## src/sio_pkg.sv

```systemverilog
// Constants, codes and register map of the safety signalling block
package sio_pkg;

    // ------------------------------------------------------------
    // Sizes
    // ------------------------------------------------------------
    localparam int NUM_REQ   = 7;   // General request inputs
    localparam int NUM_STAT  = 4;   // General status outputs
    localparam int NUM_FUNC  = 9;   // Activation signals
    localparam int MAP_W     = 4;   // Bits per input map field
    localparam int OSEL_W    = 2;   // Bits per output map field
    localparam int ADDR_W    = 8;
    localparam int DATA_W    = 32;

    // ------------------------------------------------------------
    // Timing
    // ------------------------------------------------------------
    localparam int CLK_KHZ        = 20000;  // 20 MHz core clock
    localparam int STARTUP_US     = 100;    // Self-start hold-off
    localparam int STARTUP_CYC    = STARTUP_US * CLK_KHZ / 1000;
    localparam int STARTUP_W      = 12;

    // ------------------------------------------------------------
    // Activation signal indices (map field codes)
    // ------------------------------------------------------------
    localparam logic [3:0] FN_SECOND_STOP = 4'h0;
    localparam logic [3:0] FN_OPER_STOP   = 4'h1;
    localparam logic [3:0] FN_SPEED_WIN   = 4'h2;
    localparam logic [3:0] FN_SPEED_CEIL  = 4'h3;
    localparam logic [3:0] FN_DIR_NEG     = 4'h4;
    localparam logic [3:0] FN_DIR_POS     = 4'h5;
    localparam logic [3:0] FN_INCR        = 4'h6;
    localparam logic [3:0] FN_POSN        = 4'h7;
    localparam logic [3:0] FN_BRAKE       = 4'h8;

    // Status output source codes
    localparam logic [1:0] OS_HALT  = 2'h0;
    localparam logic [1:0] OS_DIR   = 2'h1;
    localparam logic [1:0] OS_RANGE = 2'h2;
    localparam logic [1:0] OS_OFF   = 2'h3;

    // ------------------------------------------------------------
    // Register offsets and reset values
    // ------------------------------------------------------------
    localparam logic [7:0]  REG_CTRL     = 8'h00;
    localparam logic [7:0]  REG_IN_MAP   = 8'h04;
    localparam logic [7:0]  REG_OUT_MAP  = 8'h08;
    localparam logic [7:0]  REG_STATE    = 8'h0C;
    localparam logic [7:0]  REG_IRQ_STAT = 8'h10;
    localparam logic [7:0]  REG_IRQ_MASK = 8'h14;
    localparam logic [31:0] CTRL_RST     = 32'h0000_0001;
    localparam logic [27:0] IN_MAP_RST   = 28'hFFF_FFFF;
    localparam logic [7:0]  OUT_MAP_RST  = 8'hFF;
    localparam int          CTRL_ROUTE   = 0;  // Second route enable

    // Interrupt status bit layout
    localparam int IRQ_FSTOP = 0;   // First stop requested
    localparam int IRQ_ERR   = 1;   // Error latched
    localparam int IRQ_FBERR = 2;   // Torque-off feedback fault
    localparam int IRQ_TRIG  = 3;   // Request edges, 7 bits up
    localparam int IRQ_W     = IRQ_TRIG + NUM_REQ;

    // Card operating state
    typedef enum logic [1:0] {
        SIO_START,
        SIO_RUN,
        SIO_STOP,
        SIO_OFF
    } sio_state_e;

endpackage : sio_pkg

```

## src/sio_core.sv

```systemverilog
// Safety request decode, acknowledge outputs and register port
`timescale 1ns/1ps
module sio_core
    import sio_pkg::*;
(
    input  wire logic                core_clk,
    input  wire logic                rst,
    // Register port
    input  wire logic [ADDR_W-1:0]   reg_addr,
    input  wire logic [DATA_W-1:0]   reg_wdata,
    input  wire logic                reg_we,
    input  wire logic                reg_re,
    output logic [DATA_W-1:0]        reg_rdata,
    output logic                     irq,
    // Safety controller side, all active low
    input  wire logic [NUM_REQ-1:0]  request_in_n,
    input  wire logic                controlled_first_stop_n,
    input  wire logic                redundant_stop_and_clear_n,
    // Motion monitor and host status
    input  wire logic                supply_ok,
    input  wire logic                internal_err,
    input  wire logic                major_err,
    input  wire logic                limit_exceeded,
    input  wire logic                ramp_done,
    input  wire logic                standstill_ok,
    input  wire logic                direction_ok,
    input  wire logic                range_ok,
    input  wire logic                torque_ack_fb,
    input  wire logic                brake_cmd_in,
    // Outputs to controller and host
    output logic [NUM_FUNC-1:0]      func_active,
    output logic [NUM_REQ-1:0]       func_trigger,
    output logic                     torque_removal_ack,
    output logic                     second_shutdown_route,
    output logic                     ready,
    output logic                     halt_ack,
    output logic                     dir_ack,
    output logic                     range_ack,
    output logic [NUM_STAT-1:0]      status_out,
    output logic                     pulse_disable,
    output logic                     brake_cmd_out
);

    // ------------------------------------------------------------
    // Synchronisers
    // ------------------------------------------------------------
    localparam int SYN_W = NUM_REQ + 2;

    logic [SYN_W-1:0] syn1_ff;
    logic [SYN_W-1:0] syn2_ff;
    logic [SYN_W-1:0] prev_ff;
    wire  [SYN_W-1:0] raw_in = {redundant_stop_and_clear_n,
                                controlled_first_stop_n, request_in_n};

    // Two stages, then a copy for edge detection; stage one feeds
    // only stage two
    always_ff @(posedge core_clk) begin
        if (rst) begin
            syn1_ff <= '1;
            syn2_ff <= '1;
            prev_ff <= '1;
        end else begin
            syn1_ff <= raw_in;
            syn2_ff <= syn1_ff;
            prev_ff <= syn2_ff;
        end
    end

    wire [NUM_REQ-1:0] req_lvl_n = syn2_ff[NUM_REQ-1:0];
    wire               fs_n      = syn2_ff[NUM_REQ];
    wire               rsc_n     = syn2_ff[NUM_REQ+1];
    // One-cycle pulse per falling edge
    wire [SYN_W-1:0]   fall      = prev_ff & ~syn2_ff;
    wire               rsc_rise  = ~prev_ff[NUM_REQ+1] & rsc_n;

    // ------------------------------------------------------------
    // Registers
    // ------------------------------------------------------------
    logic [DATA_W-1:0]          ctrl_ff;
    logic [NUM_REQ*MAP_W-1:0]   in_map_ff;
    logic [NUM_STAT*OSEL_W-1:0] out_map_ff;
    logic [IRQ_W-1:0]           irq_stat_ff;
    logic [IRQ_W-1:0]           irq_mask_ff;
    logic [DATA_W-1:0]          reg_rdata_ff;

    wire wr_ctrl  = reg_we && reg_addr == REG_CTRL;
    wire wr_inmap = reg_we && reg_addr == REG_IN_MAP;
    wire wr_omap  = reg_we && reg_addr == REG_OUT_MAP;
    wire wr_istat = reg_we && reg_addr == REG_IRQ_STAT;
    wire wr_imask = reg_we && reg_addr == REG_IRQ_MASK;

    // Configuration writes
    always_ff @(posedge core_clk) begin
        if (rst) begin
            ctrl_ff     <= CTRL_RST;
            in_map_ff   <= IN_MAP_RST;
            out_map_ff  <= OUT_MAP_RST;
            irq_mask_ff <= '0;
        end else begin
            if (wr_ctrl)
                ctrl_ff <= reg_wdata;
            if (wr_inmap)
                in_map_ff <= reg_wdata[NUM_REQ*MAP_W-1:0];
            if (wr_omap)
                out_map_ff <= reg_wdata[NUM_STAT*OSEL_W-1:0];
            if (wr_imask)
                irq_mask_ff <= reg_wdata[IRQ_W-1:0];
        end
    end

    // ------------------------------------------------------------
    // Request decode
    // ------------------------------------------------------------
    logic [NUM_FUNC-1:0] hit [NUM_REQ];

    // Each input drives the one activation its map field names;
    // codes above the last function give the input no activation
    genvar gi;
    generate
        for (gi = 0; gi < NUM_REQ; gi++) begin : g_req
            wire [MAP_W-1:0] code = in_map_ff[gi*MAP_W +: MAP_W];
            wire [15:0]      dec  = 16'h0001 << code;
            assign hit[gi] = dec[NUM_FUNC-1:0]
                             & {NUM_FUNC{~req_lvl_n[gi]}};
        end
    endgenerate

    logic [NUM_FUNC-1:0] req_or;

    // OR of all inputs mapped to each activation
    always_comb begin
        req_or = '0;
        for (int i = 0; i < NUM_REQ; i++)
            req_or = req_or | hit[i];
    end

    // ------------------------------------------------------------
    // Operating state and error latch
    // ------------------------------------------------------------
    sio_state_e           state_ff;
    sio_state_e           nxt_state;
    logic [STARTUP_W-1:0] start_cnt_ff;
    logic                 err_ff;
    logic                 fb_fault_ff;
    logic                 torque_ack_ff;

    wire start_done = start_cnt_ff == STARTUP_W'(STARTUP_CYC - 1);
    // Either fixed input low starts the first stop
    wire fs_req     = ~fs_n | ~rsc_n;
    // Both fixed inputs falling together skip the ramp
    wire both_fall  = fall[NUM_REQ] & fall[NUM_REQ+1];
    wire err_event  = internal_err | limit_exceeded | both_fall
                      | (fs_req & limit_exceeded);
    // Clear only on a release of the redundant input with the
    // cause gone; a held fault keeps the card off
    wire err_clear  = rsc_rise & fs_n & ~internal_err & ~limit_exceeded;

    // State transitions
    always_comb begin
        nxt_state = state_ff;
        case (state_ff)
            SIO_START: if (start_done) nxt_state = SIO_RUN;
            SIO_RUN: begin
                if (err_event)
                    nxt_state = SIO_OFF;
                else if (fs_req)
                    nxt_state = SIO_STOP;
            end
            SIO_STOP: begin
                if (err_event || ramp_done)
                    nxt_state = SIO_OFF;
            end
            SIO_OFF: begin
                if (err_clear && !fs_req)
                    nxt_state = SIO_RUN;
            end
            default: nxt_state = SIO_START;
        endcase
    end

    always_ff @(posedge core_clk) begin
        if (rst) begin
            state_ff     <= SIO_START;
            start_cnt_ff <= '0;
        end else begin
            state_ff <= nxt_state;
            if (!start_done)
                start_cnt_ff <= start_cnt_ff + 1'b1;
        end
    end

    // Error latch; a new error beats a same-cycle clear
    always_ff @(posedge core_clk) begin
        if (rst)
            err_ff <= 1'b0;
        else if (err_event)
            err_ff <= 1'b1;
        else if (err_clear)
            err_ff <= 1'b0;
    end

    // Torque-off when off for any reason, or start-up
    always_ff @(posedge core_clk) begin
        if (rst)
            torque_ack_ff <= 1'b1;
        else
            torque_ack_ff <= nxt_state != SIO_RUN
                             && nxt_state != SIO_STOP;
    end

    // Feedback must match the driven level in the same cycle;
    // a mismatch is sticky until the card is cleared
    always_ff @(posedge core_clk) begin
        if (rst)
            fb_fault_ff <= 1'b0;
        else if (torque_ack_fb != torque_removal_ack)
            fb_fault_ff <= 1'b1;
        else if (err_clear)
            fb_fault_ff <= 1'b0;
    end

    // ------------------------------------------------------------
    // Activations and acknowledges
    // ------------------------------------------------------------
    // Nothing else is processed while the first stop runs
    wire gate_on = state_ff == SIO_RUN && !fs_req;
    wire [NUM_FUNC-1:0] act = req_or & {NUM_FUNC{gate_on}};

    wire mon_halt  = act[FN_SECOND_STOP] | act[FN_OPER_STOP]
                     | act[FN_INCR] | act[FN_BRAKE];
    wire mon_dir   = act[FN_DIR_NEG] | act[FN_DIR_POS];
    wire mon_range = act[FN_SPEED_WIN] | act[FN_SPEED_CEIL]
                     | act[FN_INCR] | act[FN_POSN];

    wire halt_d  = mon_halt & standstill_ok;
    wire dir_d   = mon_dir & direction_ok;
    wire range_d = mon_range & range_ok;
    wire [3:0] src = {1'b0, range_d, dir_d, halt_d};

    logic [NUM_STAT-1:0] stat_d;

    // Output map picks one of the three acknowledges or off
    generate
        for (gi = 0; gi < NUM_STAT; gi++) begin : g_out
            wire [OSEL_W-1:0] sel = out_map_ff[gi*OSEL_W +: OSEL_W];
            assign stat_d[gi] = src[sel];
        end
    endgenerate

    wire ready_d = state_ff != SIO_START && supply_ok && !major_err
                   && !fb_fault_ff;
    wire [NUM_REQ-1:0] trig_d = gate_on ? fall[NUM_REQ-1:0] : '0;

    logic [NUM_FUNC-1:0] func_active_ff;
    logic [NUM_REQ-1:0]  func_trigger_ff;
    logic [NUM_STAT-1:0] status_out_ff;
    logic                halt_ack_ff;
    logic                dir_ack_ff;
    logic                range_ack_ff;
    logic                ready_ff;
    logic                route_ff;
    logic                brake_ff;

    // Output flops; safe levels during reset
    always_ff @(posedge core_clk) begin
        if (rst) begin
            func_active_ff  <= '0;
            func_trigger_ff <= '0;
            status_out_ff   <= '0;
            halt_ack_ff     <= 1'b0;
            dir_ack_ff      <= 1'b0;
            range_ack_ff    <= 1'b0;
            ready_ff        <= 1'b0;
            route_ff        <= 1'b0;
            brake_ff        <= 1'b0;
        end else begin
            func_active_ff  <= act;
            func_trigger_ff <= trig_d;
            status_out_ff   <= stat_d;
            halt_ack_ff     <= halt_d;
            dir_ack_ff      <= dir_d;
            range_ack_ff    <= range_d;
            ready_ff        <= ready_d;
            route_ff        <= ctrl_ff[CTRL_ROUTE];
            brake_ff        <= brake_cmd_in;
        end
    end

    assign func_active           = func_active_ff;
    assign func_trigger          = func_trigger_ff;
    assign status_out            = status_out_ff;
    assign halt_ack              = halt_ack_ff;
    assign dir_ack               = dir_ack_ff;
    assign range_ack             = range_ack_ff;
    assign ready                 = ready_ff;
    assign second_shutdown_route = route_ff;
    assign brake_cmd_out         = brake_ff;
    assign torque_removal_ack    = torque_ack_ff;
    // Disabler follows the torque-off acknowledge, high in the start-up and off states
    assign pulse_disable         = torque_ack_ff;

    // ------------------------------------------------------------
    // Interrupts
    // ------------------------------------------------------------
    wire [IRQ_W-1:0] irq_set = {trig_d, fb_fault_ff, err_ff,
                                state_ff == SIO_STOP};

    // Set wins over a same-cycle write-one clear
    always_ff @(posedge core_clk) begin
        if (rst)
            irq_stat_ff <= '0;
        else if (wr_istat)
            irq_stat_ff <= (irq_stat_ff & ~reg_wdata[IRQ_W-1:0])
                           | irq_set;
        else
            irq_stat_ff <= irq_stat_ff | irq_set;
    end

    assign irq = |(irq_stat_ff & irq_mask_ff);

    // ------------------------------------------------------------
    // Read port
    // ------------------------------------------------------------
    wire [DATA_W-1:0] state_word = {
        14'h0000, status_out_ff, ready_ff, route_ff, torque_ack_ff,
        state_ff, func_active_ff
    };

    logic [DATA_W-1:0] rd_mux;

    // Unmapped addresses read zero
    always_comb begin
        case (reg_addr)
            REG_CTRL:     rd_mux = ctrl_ff;
            REG_IN_MAP:   rd_mux = {4'h0, in_map_ff};
            REG_OUT_MAP:  rd_mux = {24'h000000, out_map_ff};
            REG_STATE:    rd_mux = state_word;
            REG_IRQ_STAT: rd_mux = {22'h000000, irq_stat_ff};
            REG_IRQ_MASK: rd_mux = {22'h000000, irq_mask_ff};
            default:      rd_mux = '0;
        endcase
    end

    // Data valid only in the cycle after the strobe
    always_ff @(posedge core_clk) begin
        if (rst)
            reg_rdata_ff <= '0;
        else
            reg_rdata_ff <= reg_re ? rd_mux : '0;
    end

    assign reg_rdata = reg_rdata_ff;

endmodule : sio_core

```

## config.mk

```make
export PLATFORM = sky130hd
export DESIGN_NAME = sio_core
export DESIGN_NICKNAME = d
export VERILOG_FILES = /design/src/sio_pkg.sv /design/src/sio_core.sv
export SDC_FILE = /design/constraint.sdc
export NUM_CORES = 1
export LEC_CHECK = 0
export BUFFER_PORTS_ARGS = -buffer_cell sky130_fd_sc_hd__buf_2
export CAP_MARGIN = 20
export CORE_UTILIZATION = 61
export CTS_BUF_LIST = sky130_fd_sc_hd__clkbuf_4
export CTS_CLUSTER_DIAMETER = 200
export CTS_CLUSTER_SIZE = 14
export DETAILED_ROUTE_END_ITERATION = 16
export PLACE_DENSITY = 0.95
export SLEW_MARGIN = 10
export SYNTH_ARGS = -nofsm -noshare
export SYNTH_HDL_FRONTEND = slang
export SYNTH_SLANG_ARGS = --single-unit
```

## constraint.sdc

```tcl
create_clock -name core_clk -period 5.51 [get_ports core_clk]
set_clock_uncertainty 0.2 [all_clocks]
set_input_delay 1.102 -clock core_clk [delete_from_list [all_inputs] [get_ports core_clk]]
set_output_delay 1.102 -clock core_clk [all_outputs]
set_load 0.1 [all_outputs]
```

==> flow_summary_export.csv <==
group,metric,value,unit
critical_path,end_kind,"flip-flop",
yosys,avgSynthCellArea,8.70,µm²
global_route,grt_max_degree,78,
cts,numClockSinks,190,
cts,postCtsSetupBuffers,0,
global_route,grtUsageTotal,0.342,
critical_path,cp_cell_sequence,"buf_2 -> or4_4 -> nor4_4 -> buf_4 -> and2b_1 -> buf_4 -> nand2_1 -> buf_8 -> nand2_1 -> a21oi_1",
global_route,grt_antenna_before_repair,0,
yosys,yosysWarnings,0,
run_status,status,"completed",
critical_path,start_kind,"input pin",
layout,postLayoutCoreUtil,0.706,
yosys,synth-edff-count,0,
layout,final_common_cell,"dfxtp_1",
cts,clk_pin_slew,0.15,ns
pwr,pwr-share-clk,0.316,
critical_path,max_stage_delay,0.58,ns
flow_run,maxCapViolCount,0,
sta,fin_tns_setup,0,ns
global_route,grt-ovfl-total,0,
routing,wire_per_inst,18.8,µm
yosys,synth_cells,875,
placed_design,post-dp-hpwl,15200,µm
layout,nNetsFinal,1033,
die,die_h,114,µm
pwr,leakage,3.30,nW
pwr,max-vdd-ir-drop,0.336,mV
yosys,netlist_area,7620,µm²
critical_path,slowest_stage,"or4_4",
cts,cts-resized-gates,0,
sta,hold_violations,0,
cts,hold_buffers,0,
sta,worstMarginPinSlew,0.963,ns
sta,finalSetupViolCount,0,
sta,relSlewSlack,0.356,
yosys,syn_nets,939,
pwr,comb_power_share,0.046,
routing,postRouteWirelength,21600,µm
layout,syn_to_final_growth,12.3,%
critical_path,reg2reg_from,"state_ff[0]",
routing,drc,0,
die,die_width,114,µm
sta,finalCritPeriodShare,0.593,
cts,cts_root_buf,"clkbuf_4",
cts,htreeDepth,4,
pwr,p_switching,580,µW
critical_path,cp_data_arrival_time,3.51,ns
layout,mostFrequentLayoutCells,"dfxtp_1 (190), nand2_1 (155), buf_2 (123)",
yosys,ys_seq_area_frac,0.499,
critical_path,critPathKind,"input pin to flip-flop",
sta,slew_violations,0,
pwr,internal-power,1.61,mW
sta,max_freq,0.306,GHz
min_path,hp-class,"flip-flop to flip-flop",
cts,tritoncts,"yes",
yosys,synth_seq_cells,190,
routing,drtIter0Drc,982,
routing,viasPerCell,6.28,
die,ios,124,
cts,cts_buffers,17,
pwr,p_per_area,257,nW/µm²
routing,vias,7221,
layout,drive_gt1_frac,0.224,
min_path,hp-start,"syn1_ff[7]",
die,row_count,40,
yosys,synthFlopType,"dfxtp_1",
sta,min_period,3.26,ns
critical_path,crit_required,5.76,ns
routing,detail-route-antenna-nets,0,
critical_path,cp-startpoint,"reg_addr[7]",
die,die_area,12900,µm²
pwr,switching_share,0.264,
global_route,grt_pass1_vias,6671,
cts,insertion_delay,0.58,ns
yosys,synthDistinctLibCells,61,
placed_design,globalplace.congestion,0.976,
cts,cts.path.max_buffers,2,
pwr,p_seq_frac,0.638,
yosys,async_flop_share,0,
layout,diodes,0,
die,start_util,0.629,
global_route,grt_pass1_wl,34100,µm
routing,drt_pass1_iterations,9,
critical_path,worstPathMaxFanout,24,
die,core_area,12100,µm²
placed_design,numPortBuffers,123,
sta,rsz0062_at_grt,"no",
metal layers:
| metal | global-route usage | share of wire | up-vias |
|---|---|---|---|
| met1 | 0.437 | 0.39 | 3373 |
| met3 | 0.0712 | 0.10 | 71 |
| met5 | 0 | 0 | - |
| li1 | - | - | 3286 |
| met4 | 0.144 | 0.031 | 0 |
| met2 | 0.563 | 0.48 | 491 |
flip-flops by register name, indices dropped and copies added, names as in the netlist, 2 cells and up:
name and count:
ctrl_ff 32, func_active 9, func_trigger 7, in_map_ff 28
irq_mask_ff 10, irq_stat_ff 10, out_map_ff 8, prev_ff 9
reg_rdata 32, start_cnt_ff 12, state_ff 2, status_out 4
syn1_ff 9, syn2_ff 9
cell type report:
type                            instances  area, µm²
Clock inverter                         15        128
Sequential cell                       190       3800
Timing Repair Buffer                  136        721
Inverter                               11       41.3
Clock buffer                           17        128
Tap cell                              168        210
Multi-Input combinational cell        613       3520
Fill cell                             952       3560
final timing paths:
path	slack (ns)	cells past startpoint	endpoint
setup / recovery	2.25	10	ctrl_ff[6]
hold / removal	0.23	1	syn2_ff[7]
setup reg to reg	2.80	4	status_out[1]
hold reg to reg	0.23	1	syn2_ff[7]
stage by stage:
| stage | worst slack [ns] | total power [mW] | std cells | hold slack [ns] | instance area (µm²) |
|---|---|---|---|---|---|
| after floorplan | 2.48 | 1.48 | 875 | 0.189 | 7620 |
| after global placement | 1.43 | 1.52 | 1117 | 0.191 | 8280 |
| after detailed placement | 1.29 | 1.53 | 1117 | 0.193 | 8280 |
| after CTS | 1.90 | 2.19 | 1149 | 0.228 | 8530 |
| after global routing | 2.18 | 2.27 | 1150 | 0.249 | 8550 |
| final | 2.25 | 2.19 | 1150 | 0.227 | 8550 |
cell usage after synthesis, drive strengths merged (2+ instances only):
| master | instances | share of area |
|---|---|---|
| xor2 | 8 | 0.0092 |
| nand4 | 4 | 0.0033 |
| a31oi | 30 | 0.025 |
| buf | 16 | 0.014 |
| nand2 | 155 | 0.076 |
| and3 | 8 | 0.0066 |
| nand4b | 2 | 0.0023 |
| nor3 | 17 | 0.011 |
| o211ai | 3 | 0.0030 |
| a21oi | 50 | 0.033 |
| o31a | 2 | 0.0023 |
| or2 | 33 | 0.027 |
| clkbuf | 45 | 0.022 |
| dfxtp | 190 | 0.50 |
| o22ai | 7 | 0.0057 |
| nand3b | 5 | 0.0049 |
| o21ai | 2 | 0.0013 |
| and2 | 7 | 0.0057 |
| a22o | 10 | 0.011 |
| or3b | 8 | 0.0092 |
| nor3b | 10 | 0.0099 |
| a211oi | 2 | 0.0020 |
| o311ai | 5 | 0.0057 |
| nand3 | 73 | 0.048 |
| nor2b | 13 | 0.011 |
| a222oi | 10 | 0.013 |
| o32ai | 7 | 0.0081 |
| a31o | 7 | 0.0081 |
| nor4b | 4 | 0.0054 |
| inv | 10 | 0.0049 |
| nand2b | 12 | 0.0099 |
| or4 | 2 | 0.0025 |
| a22oi | 21 | 0.021 |
| xnor2 | 5 | 0.0057 |
| nor4 | 9 | 0.0094 |
| nor2 | 53 | 0.026 |
| mux2i | 8 | 0.011 |
| or3 | 7 | 0.0057 |
| o41ai | 2 | 0.0033 |
kinds of logic after synthesis:
kind of cell | count (synthesis) | synth area share
and+or+nand+nor | 424 | 0.276
DFF | 190 | 0.499
AOI/OAI and AO/OA | 167 | 0.156
buffers and inverters | 72 | 0.0412
xor gates and xnor gates | 13 | 0.0149
muxes | 8 | 0.0105
adders and majority gates | 1 | 0.00164
power groups by stage:
| stage | clock network [mW] | logic, mW | registers (mW) |
|---|---|---|---|
| floorplan | 0 | 0.0450 | 1.43 |
| global placement | 0 | 0.0954 | 1.43 |
| detailed placement | 0 | 0.0979 | 1.43 |
| CTS | 0.697 | 0.0984 | 1.40 |
| global route | 0.760 | 0.108 | 1.40 |
| finish | 0.694 | 0.101 | 1.40 |
worst max-delay path: cells and delay by family:
family / cells / cell delay [ns]
compound gates: 1 / 0.07
buf+inv: 4 / 0.94
simple gates: 5 / 1.37
Note: power is estimated with default switching activity, not from simulation.
